**config.mk**
```make
export PLATFORM = sky130hd
export DESIGN_NAME = eti_irq_flags
export DESIGN_NICKNAME = d
export VERILOG_FILES = /design/src/eti_pkg.sv /design/src/eti_irq_flags.sv
export VERILOG_INCLUDE_DIRS = /design/src
export SDC_FILE = /design/constraint.sdc
export NUM_CORES = 1
export LEC_CHECK = 0
export BUFFER_PORTS_ARGS = -buffer_cell sky130_fd_sc_hd__buf_4
export CAP_MARGIN = 20
export CORE_MARGIN = 10
export CORE_UTILIZATION = 50
export CTS_BUF_LIST = sky130_fd_sc_hd__clkbuf_8
export DETAILED_ROUTE_END_ITERATION = 16
export PLACE_DENSITY = 0.84
export SETUP_SLACK_MARGIN = 0.4
export SYNTH_ARGS = -nofsm -noshare
export SYNTH_HDL_FRONTEND = slang
export SYNTH_SLANG_ARGS = --single-unit
```
**constraint.sdc**
```tcl
create_clock -name SYS_CLK -period 4.54 [get_ports SYS_CLK]
set_input_delay 0.908 -clock SYS_CLK [delete_from_list [all_inputs] [get_ports SYS_CLK]]
set_output_delay 0.908 -clock SYS_CLK [all_outputs]
set_load 0.1 [all_outputs]
```
**src/eti_params.svh**
```systemverilog
`ifndef ETI_PARAMS_SVH
`define ETI_PARAMS_SVH

// ----------------------------------------------------------------
// Register byte addresses
// ----------------------------------------------------------------
`define ETI_ADDR_EXT_MASK    8'h2C
`define ETI_ADDR_EXT_FLAGS   8'h30
`define ETI_ADDR_TMR_ENABLE  8'h34
`define ETI_ADDR_TMR_FLAGS   8'h38
`define ETI_ADDR_EXT_SENSE   8'h3C
`define ETI_ADDR_PENDING     8'h40

// ----------------------------------------------------------------
// Field positions
// ----------------------------------------------------------------
`define ETI_BIT_EXT1         7
`define ETI_BIT_EXT0         6
`define ETI_BIT_T1_OVF       7
`define ETI_BIT_CMP_A        6
`define ETI_BIT_CMP_B        5
`define ETI_BIT_CAPTURE      3
`define ETI_BIT_T0_OVF       1
`define ETI_SENSE0_LSB       0
`define ETI_SENSE1_LSB       2

// ----------------------------------------------------------------
// Writable masks and reset values
// ----------------------------------------------------------------
`define ETI_EXT_MASK_BITS    8'hC0
`define ETI_TMR_MASK_BITS    8'hEA
`define ETI_SENSE_BITS       8'h0F
`define ETI_RST_EXT_MASK     8'h00
`define ETI_RST_EXT_FLAGS    8'h00
`define ETI_RST_TMR_ENABLE   8'h00
`define ETI_RST_TMR_FLAGS    8'h00
`define ETI_RST_EXT_SENSE    8'h00

// ----------------------------------------------------------------
// Vector addresses, lowest wins
// ----------------------------------------------------------------
`define ETI_VEC_NONE         4'h0
`define ETI_VEC_EXT0         4'h1
`define ETI_VEC_EXT1         4'h2
`define ETI_VEC_CAPTURE      4'h3
`define ETI_VEC_CMP_A        4'h4
`define ETI_VEC_CMP_B        4'h5
`define ETI_VEC_T1_OVF       4'h6
`define ETI_VEC_T0_OVF       4'h7

`endif

```
**src/eti_pkg.sv**
```systemverilog
package eti_pkg;

	// Two-bit sense control per external pin
	typedef enum logic [1:0] {
		ETI_SENSE_LOW  = 2'b00,
		ETI_SENSE_OFF  = 2'b01,
		ETI_SENSE_FALL = 2'b10,
		ETI_SENSE_RISE = 2'b11
	} eti_sense_t;

	typedef logic [3:0]  eti_vec_t;
	typedef logic [7:0]  eti_addr_t;
	typedef logic [31:0] eti_data_t;

endpackage

```
**src/eti_irq_flags.sv**
```systemverilog
`timescale 1ns/1ps
`include "eti_params.svh"

// Notes on behaviour
// - Flags set on their event even while the individual enable is clear.
// - Flags stay pending while global enable is clear; served by priority later.
// - Level-sensed external interrupt has no flag; requests only while pin low.
// - Writing one to a clearable flag clears it; writing zero changes nothing.
// - Mask bit 7 enables external interrupt 1 with global enable; vector 2.
// - Mask bit 6 enables external interrupt 0 with global enable; vector 1.
// - Two sense bits per pin select off, rising edge, falling edge or low level.
// - Pin activity is seen even when the pin is driven as an output.
// - Mask bits 5 to 0 are reserved and read zero.
// - Configured edge on external pin 1 sets external flag 1 in bit 7.
// - External 1 vectors when enabled; its flag clears when the vector runs.
// - Writing one clears external flag 1; level sensing holds it cleared.
// - Timer flags in bits 7,6,5,3,1; bits 4,2,0 read zero; reset zero.
// - Timer1 overflow sets its flag; vector or written one clears it.
// - Timer1 overflow requests only with global, enable and flag all set.
// - In PWM mode timer1 direction change at zero sets the overflow flag.
// - Compare A match sets flag; vector or one clears; requests when enabled.
// - Compare B match sets flag; vector or one clears; requests when enabled.
// - Capture transfer sets flag; vector or one clears; requests when enabled.
// - Timer0 overflow sets flag; vector or one clears; requests when enabled.
// - Vector runs at least four cycles after flag; core finishes instruction.
module eti_irq_flags (
	input  wire logic             SYS_CLK,
	input  wire logic             SYS_RST,
	input  wire logic             PSEL,
	input  wire logic             PENABLE,
	input  wire logic             PWRITE,
	input  wire eti_pkg::eti_addr_t PADDR,
	input  wire eti_pkg::eti_data_t PWDATA,
	output eti_pkg::eti_data_t    PRDATA,
	output logic                  PREADY,
	output logic                  PSLVERR,
	input  wire logic             EXT_IRQ0_PIN,
	input  wire logic             EXT_IRQ1_PIN,
	input  wire logic             T1_OVERFLOW,
	input  wire logic             T1_PWM_BOTTOM,
	input  wire logic             CMP_A_MATCH,
	input  wire logic             CMP_B_MATCH,
	input  wire logic             CAPTURE_EVENT,
	input  wire logic             T0_OVERFLOW,
	input  wire logic             GLOBAL_IRQ_EN,
	input  wire logic             VEC_ACK,
	input  wire eti_pkg::eti_vec_t VEC_ACK_NUM,
	output logic                  IRQ_REQ,
	output eti_pkg::eti_vec_t     IRQ_VECTOR
);
	import eti_pkg::*;

	// ----------------------------------------------------------------
	// Declarations
	// ----------------------------------------------------------------
	logic [7:0]  ext_irq_mask;
	logic [7:0]  ext_sense;
	logic [7:0]  timer_irq_enable;
	logic [1:0]  ext_flag;
	logic [4:0]  tmr_flag;
	logic [2:0]  sync0;
	logic [2:0]  sync1;
	logic [1:0]  pin_lvl;
	logic [1:0]  pin_rise;
	logic [1:0]  pin_fall;
	logic [1:0]  pin_agree;
	logic [1:0]  pin_new;
	eti_sense_t  sense_mode [2];
	logic [1:0]  level_mode;
	logic [1:0]  edge_hit;
	logic [1:0]  ext_active;
	logic [1:0]  ext_clr;
	logic [4:0]  tmr_set;
	logic [4:0]  tmr_clr;
	logic [4:0]  tmr_en;
	logic [7:0]  tmr_flag_reg;
	logic [7:0]  ext_flag_reg;
	logic [7:0]  pending;
	logic        wr_en;
	logic        rd_setup;
	logic        addr_ok;
	eti_data_t   next_rdata;
	eti_vec_t    next_vector;
	logic        next_req;

	// ----------------------------------------------------------------
	// Pin synchronisers
	// ----------------------------------------------------------------
	// Pins are read as inputs only, so a pin driven as an output still
	// triggers here; that is how software raises its own interrupt.
	always_ff @(posedge SYS_CLK or posedge SYS_RST) begin
		if (SYS_RST) begin
			sync0 <= 3'h7;
			sync1 <= 3'h7;
		end else begin
			sync0 <= {sync0[1:0], EXT_IRQ0_PIN};
			sync1 <= {sync1[1:0], EXT_IRQ1_PIN};
		end
	end

	// Change counts once the second and third stages agree
	assign pin_agree[0] = (sync0[1] == sync0[2]);
	assign pin_agree[1] = (sync1[1] == sync1[2]);
	assign pin_new[0]   = sync0[2];
	assign pin_new[1]   = sync1[2];

	always_ff @(posedge SYS_CLK or posedge SYS_RST) begin
		if (SYS_RST) begin
			pin_lvl <= 2'h3;
		end else begin
			for (int i = 0; i < 2; i++) begin
				if (pin_agree[i]) begin
					pin_lvl[i] <= pin_new[i];
				end
			end
		end
	end

	// ----------------------------------------------------------------
	// Sense decode and external flags
	// ----------------------------------------------------------------
	assign sense_mode[0] = eti_sense_t'(ext_sense[`ETI_SENSE0_LSB +: 2]);
	assign sense_mode[1] = eti_sense_t'(ext_sense[`ETI_SENSE1_LSB +: 2]);

	generate
		for (genvar g = 0; g < 2; g++) begin : g_ext
			assign pin_rise[g]   = pin_agree[g] & pin_new[g] & ~pin_lvl[g];
			assign pin_fall[g]   = pin_agree[g] & ~pin_new[g] & pin_lvl[g];
			assign level_mode[g] = (sense_mode[g] == ETI_SENSE_LOW);
			assign edge_hit[g]   = ((sense_mode[g] == ETI_SENSE_RISE) & pin_rise[g])
				| ((sense_mode[g] == ETI_SENSE_FALL) & pin_fall[g]);
			// No flag in level mode: request follows the pin itself
			assign ext_active[g] = level_mode[g] ? ~pin_lvl[g] : ext_flag[g];
		end
	endgenerate

	assign wr_en    = PSEL & PENABLE & PWRITE & addr_ok;
	assign rd_setup = PSEL & ~PENABLE;

	assign ext_clr[0] = (wr_en & (PADDR == `ETI_ADDR_EXT_FLAGS) & PWDATA[`ETI_BIT_EXT0])
		| (VEC_ACK & (VEC_ACK_NUM == `ETI_VEC_EXT0));
	assign ext_clr[1] = (wr_en & (PADDR == `ETI_ADDR_EXT_FLAGS) & PWDATA[`ETI_BIT_EXT1])
		| (VEC_ACK & (VEC_ACK_NUM == `ETI_VEC_EXT1));

	always_ff @(posedge SYS_CLK or posedge SYS_RST) begin
		if (SYS_RST) begin
			ext_flag <= 2'h0;
		end else begin
			for (int i = 0; i < 2; i++) begin
				if (level_mode[i]) begin
					ext_flag[i] <= 1'b0;
				end else if (edge_hit[i]) begin
					ext_flag[i] <= 1'b1;
				end else if (ext_clr[i]) begin
					ext_flag[i] <= 1'b0;
				end
			end
		end
	end

	// ----------------------------------------------------------------
	// Timer flags: index 4 t1 ovf, 3 cmp A, 2 cmp B, 1 capture, 0 t0 ovf
	// ----------------------------------------------------------------
	assign tmr_set[4] = T1_OVERFLOW | T1_PWM_BOTTOM;
	assign tmr_set[3] = CMP_A_MATCH;
	assign tmr_set[2] = CMP_B_MATCH;
	assign tmr_set[1] = CAPTURE_EVENT;
	assign tmr_set[0] = T0_OVERFLOW;

	always_comb begin
		tmr_clr = 5'h00;
		if (wr_en && (PADDR == `ETI_ADDR_TMR_FLAGS)) begin
			tmr_clr = {PWDATA[`ETI_BIT_T1_OVF], PWDATA[`ETI_BIT_CMP_A],
				PWDATA[`ETI_BIT_CMP_B], PWDATA[`ETI_BIT_CAPTURE],
				PWDATA[`ETI_BIT_T0_OVF]};
		end
		if (VEC_ACK) begin
			case (VEC_ACK_NUM)
				`ETI_VEC_T1_OVF:  tmr_clr[4] = 1'b1;
				`ETI_VEC_CMP_A:   tmr_clr[3] = 1'b1;
				`ETI_VEC_CMP_B:   tmr_clr[2] = 1'b1;
				`ETI_VEC_CAPTURE: tmr_clr[1] = 1'b1;
				`ETI_VEC_T0_OVF:  tmr_clr[0] = 1'b1;
				default:          tmr_clr    = tmr_clr;
			endcase
		end
	end

	// Set beats clear so an event in the clearing cycle is kept
	always_ff @(posedge SYS_CLK or posedge SYS_RST) begin
		if (SYS_RST) begin
			tmr_flag <= 5'h00;
		end else begin
			tmr_flag <= tmr_set | (tmr_flag & ~tmr_clr);
		end
	end

	// ----------------------------------------------------------------
	// Register file
	// ----------------------------------------------------------------
	always_ff @(posedge SYS_CLK or posedge SYS_RST) begin
		if (SYS_RST) begin
			ext_irq_mask <= `ETI_RST_EXT_MASK;
		end else if (wr_en && (PADDR == `ETI_ADDR_EXT_MASK)) begin
			ext_irq_mask <= PWDATA[7:0] & `ETI_EXT_MASK_BITS;
		end
	end

	always_ff @(posedge SYS_CLK or posedge SYS_RST) begin
		if (SYS_RST) begin
			timer_irq_enable <= `ETI_RST_TMR_ENABLE;
		end else if (wr_en && (PADDR == `ETI_ADDR_TMR_ENABLE)) begin
			timer_irq_enable <= PWDATA[7:0] & `ETI_TMR_MASK_BITS;
		end
	end

	always_ff @(posedge SYS_CLK or posedge SYS_RST) begin
		if (SYS_RST) begin
			ext_sense <= `ETI_RST_EXT_SENSE;
		end else if (wr_en && (PADDR == `ETI_ADDR_EXT_SENSE)) begin
			ext_sense <= PWDATA[7:0] & `ETI_SENSE_BITS;
		end
	end

	always_comb begin
		tmr_flag_reg = 8'h00;
		tmr_flag_reg[`ETI_BIT_T1_OVF]  = tmr_flag[4];
		tmr_flag_reg[`ETI_BIT_CMP_A]   = tmr_flag[3];
		tmr_flag_reg[`ETI_BIT_CMP_B]   = tmr_flag[2];
		tmr_flag_reg[`ETI_BIT_CAPTURE] = tmr_flag[1];
		tmr_flag_reg[`ETI_BIT_T0_OVF]  = tmr_flag[0];
	end

	always_comb begin
		ext_flag_reg = `ETI_RST_EXT_FLAGS;
		ext_flag_reg[`ETI_BIT_EXT1] = ext_flag[1];
		ext_flag_reg[`ETI_BIT_EXT0] = ext_flag[0];
	end

	assign tmr_en = {timer_irq_enable[`ETI_BIT_T1_OVF], timer_irq_enable[`ETI_BIT_CMP_A],
		timer_irq_enable[`ETI_BIT_CMP_B], timer_irq_enable[`ETI_BIT_CAPTURE],
		timer_irq_enable[`ETI_BIT_T0_OVF]};

	// ----------------------------------------------------------------
	// Request gating and priority
	// ----------------------------------------------------------------
	// Index equals vector address; bit 0 is unused.
	always_comb begin
		pending    = 8'h00;
		pending[1] = ext_active[0] & ext_irq_mask[`ETI_BIT_EXT0];
		pending[2] = ext_active[1] & ext_irq_mask[`ETI_BIT_EXT1];
		pending[3] = tmr_flag[1] & tmr_en[1];
		pending[4] = tmr_flag[3] & tmr_en[3];
		pending[5] = tmr_flag[2] & tmr_en[2];
		pending[6] = tmr_flag[4] & tmr_en[4];
		pending[7] = tmr_flag[0] & tmr_en[0];
	end

	// Global enable gates the request and forces the vector to none; flags wait underneath it
	always_comb begin
		next_req    = GLOBAL_IRQ_EN & (|pending);
		next_vector = `ETI_VEC_NONE;
		for (int i = 7; i >= 1; i--) begin
			if (pending[i]) begin
				next_vector = eti_vec_t'(i);
			end
		end
		if (!GLOBAL_IRQ_EN) begin
			next_vector = `ETI_VEC_NONE;
		end
	end

	// Registered request; core adds its own latency to reach four cycles
	always_ff @(posedge SYS_CLK or posedge SYS_RST) begin
		if (SYS_RST) begin
			IRQ_REQ    <= 1'b0;
			IRQ_VECTOR <= `ETI_VEC_NONE;
		end else begin
			IRQ_REQ    <= next_req;
			IRQ_VECTOR <= next_vector;
		end
	end

	// ----------------------------------------------------------------
	// APB slave
	// ----------------------------------------------------------------
	always_comb begin
		case (PADDR)
			`ETI_ADDR_EXT_MASK,
			`ETI_ADDR_EXT_FLAGS,
			`ETI_ADDR_TMR_ENABLE,
			`ETI_ADDR_TMR_FLAGS,
			`ETI_ADDR_EXT_SENSE,
			`ETI_ADDR_PENDING: addr_ok = 1'b1;
			default:           addr_ok = 1'b0;
		endcase
	end

	always_comb begin
		next_rdata = 32'h0000_0000;
		case (PADDR)
			`ETI_ADDR_EXT_MASK:   next_rdata[7:0] = ext_irq_mask;
			`ETI_ADDR_EXT_FLAGS:  next_rdata[7:0] = ext_flag_reg;
			`ETI_ADDR_TMR_ENABLE: next_rdata[7:0] = timer_irq_enable;
			`ETI_ADDR_TMR_FLAGS:  next_rdata[7:0] = tmr_flag_reg;
			`ETI_ADDR_EXT_SENSE:  next_rdata[7:0] = ext_sense;
			`ETI_ADDR_PENDING:    next_rdata[7:0] = pending;
			default:              next_rdata      = 32'h0000_0000;
		endcase
	end

	// Read data caught in the setup cycle, so access needs no wait
	always_ff @(posedge SYS_CLK or posedge SYS_RST) begin
		if (SYS_RST) begin
			PRDATA <= 32'h0000_0000;
		end else if (rd_setup) begin
			PRDATA <= next_rdata;
		end
	end

	assign PREADY  = PSEL & PENABLE;
	assign PSLVERR = PSEL & PENABLE & ~addr_ok;

endmodule

```
* Word level (Yosys, flattened, before mapping)
Index checks and enable logic that the tools add are counted.
** Storage, ports and cells
- Bits in registers :: 39
- Output and inout bits :: 39
- Word-level logic and storage cells :: 111
** Cells by class
- Eq/ne operators :: 19
- Multiplexer cells :: 25
- Bitwise logic cells :: 44
- Reductions and logical operators :: 10
** Operators with widths (number)
- case mux 8 bit (6 select lines) :: 1
- equality test 8 x 6 -> 1 bit, second input constant :: 5
- AND 1 bit :: 30
- two-way mux 4 bit :: 7
- equality test 4 x 3 -> 1 bit, second input constant :: 4
- two-way mux 1 bit :: 14
- two-way mux 5 bit :: 2
- equality test 2 bit, second input constant :: 4
- equality test 4 x 2 -> 1 bit, second input constant :: 2
- equality test 8 x 7 -> 1 bit, second input constant :: 1
- OR reduction 7 bit :: 1
- NOT 1 bit :: 6
- nonzero test 3 bit :: 2
- OR reduction 6 bit :: 1
- AND 5 bit :: 1
- NOT 5 bit :: 1
- bitwise OR 1 bit :: 5
- bitwise OR 5 bit :: 1
- equality test 4 x 1 -> 1 bit, second input constant :: 1
- logical AND 1 bit :: 4
- logical NOT 2 bit :: 2
- two-way mux 3 bit :: 1
- equality test 1 bit :: 2

* Depth between registers and ports, before layout
- Word-level depth :: 11
- Mapped depth :: 6
- Depth with buffers taken out :: 5

* Worst setup path after synthesis
Ideal clock, no wire load.
- Path type :: input-to-output
- Start point :: in PENABLE
- End point :: out PSLVERR
- Arrival time :: 2604 ps
- Required time :: 3632 ps
- Path slack :: 1028 ps
- Stages :: 2
- Cell sequence :: and2_1 and3_1
** Between the ends
- Cells in the longest elaborated chain, start to end :: 2
** Ends and longest elaborated chain
- start, declared :: RTL line eti_irq_flags.sv:30 : input wire logic PENABLE,
- AND 1 bit (2 in a row) :: RTL line eti_irq_flags.sv:322 : assign PSLVERR = PSEL & PENABLE & ~addr_ok;
- end, declared :: RTL line eti_irq_flags.sv:36 : output logic PSLVERR,
Every way passes these cells.

* Worst setup path in the final report
- Start point :: in PADDR[3]
- End point :: out PSLVERR
** Between the ends
- Cells in the longest elaborated chain, start to end :: 5
- Elaborated cells on any way between the ends :: 10
** Ends and longest elaborated chain
- start, declared :: RTL line eti_irq_flags.sv:32 : input wire eti_pkg::eti_addr_t PADDR,
- equality test 8 x 6 -> 1 bit or equality test 8 x 7 -> 1 bit (tied branches) :: RTL line eti_irq_flags.sv:288 : case (PADDR)
- OR reduction 6 bit (*) :: RTL line eti_irq_flags.sv:288
- two-way mux 1 bit (*) :: RTL line eti_irq_flags.sv:288
- NOT 1 bit (*) :: RTL line eti_irq_flags.sv:322
- AND 1 bit (*) :: RTL line eti_irq_flags.sv:322
Every way passes the cells marked *; elsewhere a longest branch is shown, timed or not.

==> summary.txt <==
Pwr
  – IR drop worst, VDD: 189 uV
  – P per Cell Area: 317 nW/um2
  – Overall Power: 0.805 mW
  – Leakage: 1.19 nW

GRT
  – Vias in the first global route: 1728
  – Initial antenna violation count: 0
  – Largest net degree at the start of global routing: 39
  – Total track usage: 13.6%
  – Grt total ovfl: 0
  – First-pass GRT wire length: 8.16 mm

Placement
  – Placement Cell Area: 2430 um2
  – Port Buf Inserts: 47
  – Hpwl dp: 3.92 mm
  – Placed cells: 305
  – Placer Congestion: 0.885

Synthesis
  – Syn Inst Count: 210
  – Synth Area in XOR/XNOR: 0%
  – Synth Area in Compound Gates: 14.9%
  – Cell Area, Synth: 2120 um2
  – Number of synthesized flops with an enable pin: 0
  – Count leader, synth: dfrtp_1
  – Yosys warns: 0
  – Primary FF master, synth: dfrtp_1
  – Largest family of logic cells by synthesized area: simple AND/OR/NAND/NOR gates
  – Post-Synth Simple-Gate Area: 20.5%
  – Synth Area in Adders: 2.36%
  – Mapped Avg Cell Area: 10.1 um2
  – Post-synth top area share: 35.4%
  – Area leader, netlist: dfrtp_1
  – Top post-synthesis cells by count: 30 x dfrtp_1, 25 x buf_4, 25 x nand2_1, 12 x o21ai_0, 11 x mux2_2
  – Mux contribution to synthesized area: 5.85%
  – #FFs+latches synth: 38
  – Netlist cell types: 52
  – Post-synthesis sequential area ratio: 45.4%
  – Most area-consuming cells after synthesis: dfrtp_1 35%, dfstp_2 9.9%, buf_4 8.9%
  – Async SR Flop Fraction: 100%

Critical path
  – FF-to-FF path depth: 4
  – Crit end category: output port
  – CP dominant cell by count: buf_4
  – Critical path class: primary input to output port
  – Cell breakdown of the critical path: buf_4 -> or4_1 -> a211oi_1 -> nor2_1 -> and3_1 -> buf_4
  – Worst R2R Start: ext_sense[2]$_DFFE_PP0P_
  – Worst stage delay on the critical path: 0.57 ns
  – Worst Path Max Fanout: 5
  – Setup crit start kind: primary input
  – Reg-to-reg slack, setup: 3.05 ns
  – Slowest-stage cell, CP: or4_1
  – Worst EP required: 3.63 ns
  – Crit path DAT: 2.31 ns
  – Reg2Reg Capture Point: IRQ_REQ$_DFF_PP0_

Routing
  – Wire length per cell: 15.6 um
  – Vias/cell: 5.37
  – Residual DRC count: 0
  – Via count: 1681
  – DR pass1 iterations: 4
  – Final wirelength: 4.88 mm
  – Final ANT Viol Nets: 0
  – Starting DRT DRC Count: 150

Clocking
  – Clock transition at path regs: 0.07 ns
  – Clock Tree Buf Depth: 2
  – Clk_lat worst skew: 0.29 ns
  – CTS tree: built
  – Hold Buf Count CTS: 0
  – Post-CTS resize count: 0
  – # Post-CTS Setup Buffers: 0
  – Root Driver: clkbuf_8
  – H-tree depth: 2
  – CTS buffer count: 5
  – # clock sinks: 38

Timing
  – Final slew viol count: 0
  – Slew HR: 50.9%
  – Max Clock Skew: 0.00698 ns
  – RSZ-0062 raised after global routing: no
  – Hold slack: 0.357 ns
  – Final setup TNS: 0 ns
  – Final setup violation count: 0
  – Max Freq: 310 MHz
  – Slew @ Worst Pin: 0.729 ns
  – Final Hold Viols: 0
  – Fin crit period: 3.22 ns
  – Final period util: 70.9%

Final layout
  – Diodes inserted: 0
  – Max reg flops: 8
  – Area of the multi-input gates: 1020 um2
  – Share of layout cells above drive strength 1: 32.3%
  – Final Cell Area: 2540 um2
  – Nets: 325
  – FILL cells: 351
  – Finished Layout Cells: 313
  – Area grow syn2layout: 19.8%
  – Register Area: 961 um2

Outcome
  – Status: finished, final reports clean

Floorplanning
  – Core area: 4060 um2
  – Die area: 7240 um2
  – Height of the die: 85.1 um
  – Row cnt: 23
  – Starting Density: 52.2%
  – Die Width: 85.1 um
  – I/O pin cnt: 98

Min path
  – Min-Delay Path Depth: 0
  – HP Start: sync0[0]$_DFF_PP1_
  – WHS Endpoint: sync0[1]$_DFF_PP1_
  – Type of the worst min-delay path: flip-flop to flip-flop

Job
  – Max-cap viol count: 0
-- power by group --
part	switching [mW]	internal, mW	leakage, nW
Clock	0.113	0.153	0.0575
Combinational	0.143	0.0360	0.652
Sequential	0.00714	0.352	0.477
-- logic make-up (layout without fill, tap and decap cells) --
kind of cell / Yosys count / count (layout)
AND/OR/NAND/NOR: 76 / 76
AO/OA/AOI/OAI: 46 / 46
flip-flops: 38 / 38
buffers and inverters: 34 / 63
multiplexers: 11 / 11
adder cells (fa/ha/maj): 4 / 4
other: 1 / 25
-- cell usage in the layout (no fill, tap or decap), types with 4 or more instances in the layout --
cell      netlist  routed
a21oi_1         5       5
a22oi_1         5       5
buf_4          25      48
clkbuf_8        0       8
conb_1          1      25
dfrtp_1        30      30
dfstp_2         8       8
ha_1            4       4
inv_1           7       7
mux2_2         11      11
nand2_1        25      25
nand3_1         8       8
nor2_1          7       7
nor2b_1         4       4
o21ai_0        12      12
-- area by class of cell --
type	instances	share of cell area (%)
inverter	7	1.03
multi-input combinational	162	40.1
clock buffer	8	4.34
tap	50	2.46
sequential	38	37.9
timing repair buffer	48	14.2
-- metal layers --
metal / track usage [%] / routed length (um) / up-vias / share of wire, %
met5: 0 / 0 / - / 0
met4: 4.49 / 36 / 0 / 0.74
met3: 6.88 / 538 / 5 / 11
met2: 21.1 / 2230 / 73 / 46
met1: 15.9 / 2080 / 782 / 43
li1: - / - / 821 / -
-- metrics by stage --
stage	utilization (%)	worst slack, ns
after floorplan	-	1.03
after global placement	59.9	1.34
after detailed placement	59.9	1.34
after CTS	62.6	1.34
after global routing	62.6	1.28
final	62.6	1.32
-- critical path, delay by kind of cell --
kind	cells	cell delay, ns
buffers and inverters	2	0.35
AO/OA/AOI/OAI	1	0.21
AND/OR/NAND/NOR	3	0.84
-- worst max path at each step --
| stage | from | cells past startpoint | slack, ns | to |
|---|---|---|---|---|
| after global routing | PADDR[3] | 6 | 1.28 | PSLVERR |
| after global placement | PADDR[3] | 6 | 1.34 | PSLVERR |
| after detailed placement | PADDR[3] | 6 | 1.34 | PSLVERR |
| after CTS | PADDR[3] | 6 | 1.34 | PSLVERR |
| after floorplan | PENABLE | 2 | 1.03 | PSLVERR |
| final | PADDR[3] | 6 | 1.32 | PSLVERR |
Power figures use the tool's default switching activity.
